**src/rtl/strobe_port_map.svh**
```systemverilog
// Constants for the centered read strobe port: widths, command fields and timing counts.
`ifndef STROBE_PORT_MAP_SVH
`define STROBE_PORT_MAP_SVH
`define DQ_W            8
`define CA_BYTES        6
`define CA_RD_BIT       47
`define LAT_CLKS        4
`define LAT_EXTRA_DEF   1'b0
`define CNT_W           8
`define SYNC_RST_LVL    6'h30
`endif

```
**src/rtl/strobe_port_pkg.sv**
```systemverilog
// Types shared by the centered read strobe port.
package strobe_port_pkg;
  typedef enum logic [2:0] {
    ST_IDLE = 3'b000,
    ST_CA   = 3'b001,
    ST_LAT  = 3'b010,
    ST_RD   = 3'b011,
    ST_WR   = 3'b100
  } phase_e;
  typedef logic [7:0] byte_t;
endpackage

```
**src/rtl/pin_sync.sv**
```systemverilog
// Two-flop synchroniser with edge detection behind the second flop.
`timescale 1ns/1ps
module pin_sync #(
  parameter int           W       = 1,
  parameter logic [W-1:0] RST_LVL = '1  // Idle level of each pin, loaded in reset.
) (
  input  wire logic         i_clk,   // System clock.
  input  wire logic         i_rst,   // Synchronous reset.
  input  wire logic [W-1:0] i_pin,   // Asynchronous pins.
  output logic      [W-1:0] o_lvl,   // Synchronised level.
  output logic      [W-1:0] o_rise,  // One-cycle rising pulse.
  output logic      [W-1:0] o_fall   // One-cycle falling pulse.
);
  logic [W-1:0] s1_q;
  logic [W-1:0] s2_q;
  logic [W-1:0] s3_q;

  // Each bit passes two flops; the third only serves the edge detector.
  // Reset loads the pin's idle level, so no false edge appears after reset.
  genvar g;
  generate
    for (g = 0; g < W; g++) begin : g_bit
      always_ff @(posedge i_clk) begin
        if (i_rst) begin
          s1_q[g] <= RST_LVL[g];
          s2_q[g] <= RST_LVL[g];
          s3_q[g] <= RST_LVL[g];
        end else begin
          s1_q[g] <= i_pin[g];
          s2_q[g] <= s1_q[g];
          s3_q[g] <= s2_q[g];
        end
      end
      assign o_rise[g] = s2_q[g] & ~s3_q[g];
      assign o_fall[g] = ~s2_q[g] & s3_q[g];
    end
  endgenerate
  assign o_lvl = s2_q;
endmodule

```
**src/rtl/strobe_port.sv**
```systemverilog
// Device end of the parallel memory port with a phase-shifted read strobe clock.
`timescale 1ns/1ps
`include "strobe_port_map.svh"
// Function
// Select falling edge starts a transaction
// Select rising edge ends the transaction
// Differential clock uses true/complement crossing
// Single-ended mode ignores complement clock
// Stopped bus clock between transfers tolerated
// Shifted clock pair used when differential
// Host holds shifted clock static on writes
// Read strobe edges follow shifted clock
// Device drives strobe during read data
// Write strobe is host byte mask
// Strobe flags extra latency at start
// Eight data lanes carry command and data
// Reset low returns device to idle
// Reset low floats strobe and data
// Host starts with clock low
// Host ends transaction before next one
// Host sets shifted clock phase
// Shifted clock ignored during writes
// Host normally uses ninety degree shift
// Bus released when select returns high
module strobe_port
  import strobe_port_pkg::*;
(
  input  wire logic                I_CLK,        // 125 MHz system clock.
  input  wire logic                I_SYS_RST,    // Synchronous reset, active high.
  input  wire logic                I_RESET_N,    // Hardware reset pin, active low.
  input  wire logic                I_DIFF_MODE,  // High selects the differential clocks.
  input  wire logic                I_LAT_EXTRA,  // High when extra latency is needed.
  input  wire logic                I_CS_N,       // Chip select pin, active low.
  input  wire logic                I_BUS_CLK_P,  // Bus clock, true.
  input  wire logic                I_BUS_CLK_N,  // Bus clock, complement.
  input  wire logic                I_SHIFTED_CLK_P, // Phase-shifted clock, true.
  input  wire logic                I_SHIFTED_CLK_N, // Phase-shifted clock, complement.
  input  wire logic [`DQ_W-1:0]    I_DQ,         // Data lanes in.
  output logic      [`DQ_W-1:0]    O_DQ,         // Data lanes out.
  output logic                     O_DQ_OE_N,    // Data lane enable, low drives.
  input  wire logic                I_DATA_STROBE_MASK, // Strobe pin in.
  output logic                     O_DATA_STROBE_MASK, // Strobe pin out.
  output logic                     O_DATA_STROBE_MASK_OE_N, // Strobe enable, low drives.
  input  wire strobe_port_pkg::byte_t I_RD_DATA, // Read data from the core.
  output logic                     O_RD_ACK,     // Pulse: read byte consumed.
  output logic [47:0]              O_CMD_ADDR,   // Captured command-address word.
  output logic                     O_CMD_VALID,  // Pulse: command-address complete.
  output strobe_port_pkg::byte_t   O_WR_DATA,    // Written byte.
  output logic                     O_WR_VALID,   // Pulse: written byte unmasked.
  output logic                     O_BUSY        // Transaction in progress.
);
  import strobe_port_pkg::*;

  logic [5:0] lvl;
  logic [5:0] rise;
  logic [5:0] fall;
  logic       cs_start;
  logic       cs_end;
  logic       bus_edge;
  logic       psc_edge;
  logic       in_reset;
  phase_e     st_q;
  logic [`CNT_W-1:0] cnt_q;
  logic [47:0] ca_q;
  logic       extra_q;
  logic       data_strobe_mask_q;
  logic       data_strobe_mask_oe_n_q;
  logic [`DQ_W-1:0] dq_q;
  logic       dq_oe_n_q;
  logic       cmd_valid_q;
  logic       rd_ack_q;
  byte_t      wr_q;
  logic       wr_valid_q;
  logic [`DQ_W-1:0] dq_s1_q;
  logic [`DQ_W-1:0] dq_s2_q;
  logic       data_strobe_mask_s1_q;
  logic       data_strobe_mask_s2_q;

  // The six control pins pass two flops before any logic reads them.
  pin_sync #(.W(6), .RST_LVL(`SYNC_RST_LVL)) u_sync (
    .i_clk  (I_CLK),
    .i_rst  (I_SYS_RST),
    .i_pin  ({I_RESET_N, I_CS_N, I_BUS_CLK_P, I_BUS_CLK_N,
              I_SHIFTED_CLK_P, I_SHIFTED_CLK_N}),
    .o_lvl  (lvl),
    .o_rise (rise),
    .o_fall (fall)
  );

  // Data and strobe pins are synchronised alongside the control pins.
  always_ff @(posedge I_CLK) begin
    dq_s1_q   <= I_DQ;
    dq_s2_q   <= dq_s1_q;
    data_strobe_mask_s1_q <= I_DATA_STROBE_MASK;
    data_strobe_mask_s2_q <= data_strobe_mask_s1_q;
  end

  // Transaction framing and clock edge selection.
  assign in_reset = I_SYS_RST | ~lvl[5];
  assign cs_start = fall[4];
  assign cs_end   = rise[4];
  // In differential mode an edge counts only where true and complement cross.
  assign bus_edge = I_DIFF_MODE ? ((rise[3] & fall[2]) | (fall[3] & rise[2]))
                                : (rise[3] | fall[3]);
  assign psc_edge = I_DIFF_MODE ? ((rise[1] & fall[0]) | (fall[1] & rise[0]))
                                : (rise[1] | fall[1]);

  // Phase sequencer: command bytes, latency, then read or write data.
  always_ff @(posedge I_CLK) begin
    if (in_reset) begin
      st_q    <= ST_IDLE;
      cnt_q   <= '0;
      ca_q    <= '0;
      extra_q <= `LAT_EXTRA_DEF;
    end else if (cs_end) begin
      st_q <= ST_IDLE;
    end else if (cs_start) begin
      st_q    <= ST_CA;
      cnt_q   <= '0;
      extra_q <= I_LAT_EXTRA;
    end else if (bus_edge) begin
      case (st_q)
        ST_CA: begin
          ca_q  <= {ca_q[39:0], dq_s2_q};
          cnt_q <= cnt_q + 1'b1;
          if (cnt_q == `CNT_W'(`CA_BYTES - 1)) begin
            cnt_q <= '0;
            st_q  <= ST_LAT;
          end
        end
        ST_LAT: begin
          cnt_q <= cnt_q + 1'b1;
          if (cnt_q == (extra_q ? `CNT_W'(4 * `LAT_CLKS - 1)
                                : `CNT_W'(2 * `LAT_CLKS - 1))) begin
            cnt_q <= '0;
            st_q  <= ca_q[`CA_RD_BIT] ? ST_RD : ST_WR;
          end
        end
        default: st_q <= st_q;
      endcase
    end
  end

  // Command capture pulse when the last address byte is taken.
  always_ff @(posedge I_CLK) begin
    if (in_reset) begin
      cmd_valid_q <= 1'b0;
    end else begin
      cmd_valid_q <= bus_edge & ~cs_end & (st_q == ST_CA)
                     & (cnt_q == `CNT_W'(`CA_BYTES - 1));
    end
  end

  // Strobe pin: latency flag at start, shifted-clock toggles in reads.
  always_ff @(posedge I_CLK) begin
    if (in_reset || cs_end || st_q == ST_IDLE) begin
      data_strobe_mask_q      <= 1'b0;
      data_strobe_mask_oe_n_q <= 1'b1;
    end else if (st_q == ST_CA) begin
      data_strobe_mask_q      <= extra_q;
      data_strobe_mask_oe_n_q <= 1'b0;
    end else if (st_q == ST_RD) begin
      data_strobe_mask_oe_n_q <= 1'b0;
      if (psc_edge) begin
        data_strobe_mask_q <= ~data_strobe_mask_q;
      end
    end else begin
      data_strobe_mask_q      <= 1'b0;
      data_strobe_mask_oe_n_q <= 1'b1;
    end
  end

  // Data lanes: driven with core data on bus edges during reads.
  always_ff @(posedge I_CLK) begin
    if (in_reset || cs_end || st_q != ST_RD) begin
      dq_q      <= '0;
      dq_oe_n_q <= 1'b1;
      rd_ack_q  <= 1'b0;
    end else begin
      dq_oe_n_q <= 1'b0;
      rd_ack_q  <= bus_edge;
      if (bus_edge) begin
        dq_q <= I_RD_DATA;
      end
    end
  end

  // Write bytes: the strobe masks each byte; shifted clocks are not read here.
  always_ff @(posedge I_CLK) begin
    if (in_reset) begin
      wr_q       <= '0;
      wr_valid_q <= 1'b0;
    end else begin
      wr_valid_q <= bus_edge & ~cs_end & (st_q == ST_WR) & ~data_strobe_mask_s2_q;
      if (bus_edge && st_q == ST_WR) begin
        wr_q <= dq_s2_q;
      end
    end
  end

  assign O_DQ                    = dq_q;
  assign O_DQ_OE_N               = dq_oe_n_q;
  assign O_DATA_STROBE_MASK      = data_strobe_mask_q;
  assign O_DATA_STROBE_MASK_OE_N = data_strobe_mask_oe_n_q;
  assign O_RD_ACK                = rd_ack_q;
  assign O_CMD_ADDR              = ca_q;
  assign O_CMD_VALID             = cmd_valid_q;
  assign O_WR_DATA               = wr_q;
  assign O_WR_VALID              = wr_valid_q;
  assign O_BUSY                  = (st_q != ST_IDLE);
endmodule

```
**config.mk**
```make
export PLATFORM = sky130hd
export DESIGN_NAME = strobe_port
export DESIGN_NICKNAME = d
export VERILOG_FILES = /design/src/rtl/strobe_port_pkg.sv /design/src/rtl/pin_sync.sv /design/src/rtl/strobe_port.sv
export VERILOG_INCLUDE_DIRS = /design/src /design/src/rtl
export SDC_FILE = /design/constraint.sdc
export NUM_CORES = 1
export LEC_CHECK = 0
export ABC_CLOCK_PERIOD_IN_PS = 1890
export BUFFER_PORTS_ARGS = -buffer_cell sky130_fd_sc_hd__buf_2
export CELL_PAD_IN_SITES_DETAIL_PLACEMENT = 2
export CELL_PAD_IN_SITES_GLOBAL_PLACEMENT = 2
export CORE_MARGIN = 1
export CORE_UTILIZATION = 32
export CTS_CLUSTER_SIZE = 28
export DETAILED_ROUTE_END_ITERATION = 8
export GPL_TIMING_DRIVEN = 0
export PLACE_DENSITY = 0.86
export SYNTH_ARGS = -nofsm -noshare
export SYNTH_HDL_FRONTEND = slang
export SYNTH_SLANG_ARGS = --single-unit
```
**constraint.sdc**
```tcl
create_clock -name I_CLK -period 1.89 [get_ports I_CLK]
set_input_delay 0.4725 -clock I_CLK [delete_from_list [all_inputs] [get_ports I_CLK]]
set_output_delay 0.4725 -clock I_CLK [all_outputs]
set_load 0.01 [all_outputs]
```
==> run_results.csv <==
group,metric,value,unit
run_status,status,"finished, violations left",
run_status,violations,"setup timing",
critical_path,r2r-start,"u_sync.o_lvl[3]",
place,io_buffers,97,
floorplan,ios,98,
pwr,p_per_area,1030,nW/um^2
critical_path,critical_path.max_fanout,2,
synth,ys_warn_count,0,
critical_path,worst-endpoint-arrival,1.46,ns
floorplan,chipHeight,116,um
grt,grt_use_total,24.5,%
clock_tree,cts-root-buf,"clkbuf_16",
synth,synth_seq_cells,117,
critical_path,ff2ff_setup_slack,-0.01,ns
floorplan,start_util,32.7,%
floorplan,fp-row-count,41,
layout,finalCoreUtilization,46.6,%
sta,finalMaxSlewViolations,0,
drt,dr.pass1.iters,6,
drt,wl_per_cell,22.5,um
drt,postRouteAntennaNets,0,
pwr,power_switching,1.39,mW
pwr,p_int,4.68,mW
synth,seq_area_frac_synth,56.8,%
clock_tree,numCtsBuffers,17,
layout,num-fill-cells,1346,
pwr,p_sw_share,22.9,%
synth,synth_cell_type_count,43,
sta,setup_violations,2,
critical_path,r2r_cells,8,
clock_tree,clockBufferDepth,2,
pwr,power_leakage,2.36,nW
synth,syn_area,4130,sq um
drt,vias,3761,
synth,synthesis.instances,443,
layout,register_area,2350,sq um
clock_tree,clk_pin_slew,0.06,ns
critical_path,startpoint_type,"flop",
floorplan,core,12600,sq um
place,hpwl,8350,um
sta,worst_slew_pin_slew,0.691,ns
synth,ys.flop_type,"dfxtp_1",
hold_path,whs_path_depth,1,
grt,grt_start_max_net_pins,17,
pwr,ir_worst_vdd,0.612,mV
critical_path,crit_type,"flop to output pin",
synth,yosys.area_share.simple,21.8,%
drt,drc_errors,0,
clock_tree,cts_hold_buffers,0,
clock_tree,cts_tree,"built",
drt,wirelength,16900,um
sta,fmax,517,MHz
sta,whs,0.143,ns
sta,hold_viol,0,
clock_tree,htreeDepth,4,
grt,first_global_vias,4175,
critical_path,critPathSlowestCell,"or3_1",
synth,syn_area_per_cell,9.31,sq um
sta,post-route-worst-setup-slack,-0.0452,ns
critical_path,rr_endpoint,"O_WR_DATA[3]",
sta,rsz0062_at_grt,"true",
hold_path,hold_path_class,"primary input to flop",
synth,synth_compound_area_share,9.95,%
synth,synthMuxAreaShare,4.12,%
synth,yosys.area_share.adder,2.43,%
sta,clock_skew,0.00889,ns
synth,async_flop_share,0,%
synth,synthXorXnorAreaFrac,0.637,%
pwr,p_comb_share,3.2,%
clock_tree,insertion_delay,0.43,ns
layout,finalNetCount,604,
pwr,seq_power_share,41.7,%
critical_path,endpoint_kind,"output pin",
critical_path,cp_cell_sequence,"buf_6 > or3_1 > buf_2",
drt,routed_via_density,4.99,
floorplan,dieArea,13400,sq um
floorplan,die_width,116,um
grt,grt_overflow_total,0,
drt,first_iter_violations,179,
sta,finalCritPeriodShare,102,%
sta,max-slew-margin-rel,54.0,%
clock_tree,cts_sinks,117,
layout,antenna_cells,0,
synth,syn_nets,478,
synth,synth_top_family_by_area,"simple AND/OR/NAND/NOR gates",
grt,grt_pass1_wl,24000,um
critical_path,cpPeakStageDelay,0.39,ns
synth,synth_edf_count,0,
layout,multiInputGateArea,1850,sq um
hold_path,min_from,"I_DQ[5]",
critical_path,crit_required,1.42,ns
place,gp_congestion,0.732,
job,maxCapViolations,0,
sta,min_period,1.94,ns
layout,drive_above_1_share,38.8,%
layout,syn_to_final_growth,42.6,%
pwr,power_frac_clock,55.1,%
hold_path,min_to,"dq_s1_q[5]",
grt,grt_antenna_before_repair,0,
==> worst max-delay path by stage <==
stage | end | start | cells past startpoint
after floorplan | O_CMD_ADDR[31] | u_sync.o_lvl[3] | 8
after global placement | O_CMD_ADDR[29] | u_sync.o_lvl[3] | 8
after detailed placement | O_CMD_ADDR[43] | I_DIFF_MODE | 8
after CTS | cnt_q[5] | cnt_q[0] | 7
after global routing | O_WR_DATA[3] | u_sync.o_lvl[3] | 8
final | O_BUSY | st_q[0] | 3
==> power by group through the flow <==
stage | Clock [mW] | Sequential, mW | Combinational (mW)
2_1_floorplan | 0 | 2.57 | 0.0869
3_5_place_dp | 0 | 2.58 | 0.152
4_1_cts | 3.33 | 2.52 | 0.175
6_report | 3.34 | 2.53 | 0.196
3_3_place_gp | 0 | 2.57 | 0.144
5_1_grt | 3.47 | 2.53 | 0.210
==> cell families (layout without fill, tap and decap cells) <==
kind of cell	count (synthesis)	in the layout
muxes	17	17
adders and majority gates	8	8
buffers and inverters	34	173
DFF	117	117
and+or+nand+nor	192	192
xor gates and xnor gates	3	3
AOI/OAI and AO/OA	72	72
==> repair_timing <==
action                     4_1_cts  5_1_grt
gates resized for setup         22       74
setup endpoints to repair       76       72
buffers inserted                 5        3
cloned                           1        2
pin swaps                        4        9
==> area by class of cell <==
cell class,count,share of cell area (%)
clock inverters,13,2.66
inverters,8,0.510
clock buffers,19,7.53
repair buffers,108,10.7
multi-input cells,292,31.5
plain buffers,25,3.51
well taps,172,3.66
flip-flops and latches,117,39.9
==> critical path, delay by kind of cell (launching register included) <==
| family | cells | cell delay (ns) |
|---|---|---|
| buffers and inverters | 2 | 0.29 |
| flip-flops | 1 | 0.35 |
| AND/OR/NAND/NOR | 1 | 0.39 |
==> Yosys cell counts (2+ instances only) <==
cell	number	area, sq um
dfxtp_1	117	2340
nand2_1	108	405
a21oi_1	54	270
nor2_1	30	113
mux2i_1	17	170
nor2b_1	13	81.3
nand3_1	9	45.0
buf_2	8	40.0
ha_1	8	100
inv_1	8	30.0
clkbuf_1	7	26.3
or2_2	6	37.5
a31oi_1	5	31.3
buf_4	5	37.5
nand4b_1	4	35.0
buf_1	3	11.3
buf_6	3	33.8
nand3b_1	3	22.5
nand4_1	3	18.8
a211oi_1	2	15.0
and4_1	2	17.5
nand2b_1	2	12.5
nor4b_1	2	17.5
o211a_1	2	20.0
o211ai_1	2	15.0
o21ai_0	2	10.0
xnor2_1	2	17.5
==> layout by cell type (no fill, tap or decap), types with 3 or more instances in the layout <==
cell type,n
dfxtp_1,111
buf_2,104
nand2_1,87
a21oi_1,35
nor2_1,29
a21oi_2,19
clkbuf_16,19
nand2_2,16
mux2i_1,14
nor2b_1,13
nand3_1,9
inv_1,7
buf_6,7
or2_2,6
clkbuf_1,6
dfxtp_2,6
a31oi_1,5
buf_8,5
nand2_4,5
ha_1,5
clkinvlp_4,5
buf_4,5
nand4b_1,4
clkinv_2,4
nand4_1,3
nand3b_1,3
bufinv_16,3
==> state kept, by name, indices dropped and copies added (netlist names) <==
name                     flops
st_q                         3
dq_s1_q                      8
u_sync.s1_q                  6
u_sync.s3_q                  5
O_CMD_ADDR                  48
extra_q                      1
O_DATA_STROBE_MASK_OE_N      1
O_RD_ACK                     1
O_DQ                         8
data_strobe_mask_s1_q        1
O_DATA_STROBE_MASK           1
cnt_q                        8
O_CMD_VALID                  1
dq_s2_q                      8
data_strobe_mask_s2_q        1
u_sync.o_lvl                 6
O_WR_DATA                    8
O_DQ_OE_N                    1
O_WR_VALID                   1
==> stage by stage <==
| stage | power (mW) | std cells | setup WS (ns) | area [sq um] | setup TNS [ns] |
|---|---|---|---|---|---|
| 6_report | 6.06 | 754 | -0.0452 | 5880 | -0.0536 |
| 5_1_grt | 6.21 | 754 | -0.0723 | 5880 | -0.734 |
| 4_1_cts | 6.03 | 749 | 0.00110 | 5570 | 0 |
| 3_5_place_dp | 2.73 | 712 | -0.188 | 4830 | -2.67 |
| 3_3_place_gp | 2.72 | 712 | -0.0690 | 4830 | -1.34 |
| 2_1_floorplan | 2.66 | 443 | 0.234 | 4130 | 0 |
==> layer usage <==
metal / global-route usage, % / routed length [um] / vias to the layer above
li1: - / - / 1728
met1: 27.5 / 6740 / 1884
met2: 42.5 / 8820 / 101
met3: 6.12 / 694 / 48
met4: 13.9 / 674 / 0
met5: 0 / 0 / -
Note: power is estimated with default switching activity, not from simulation.
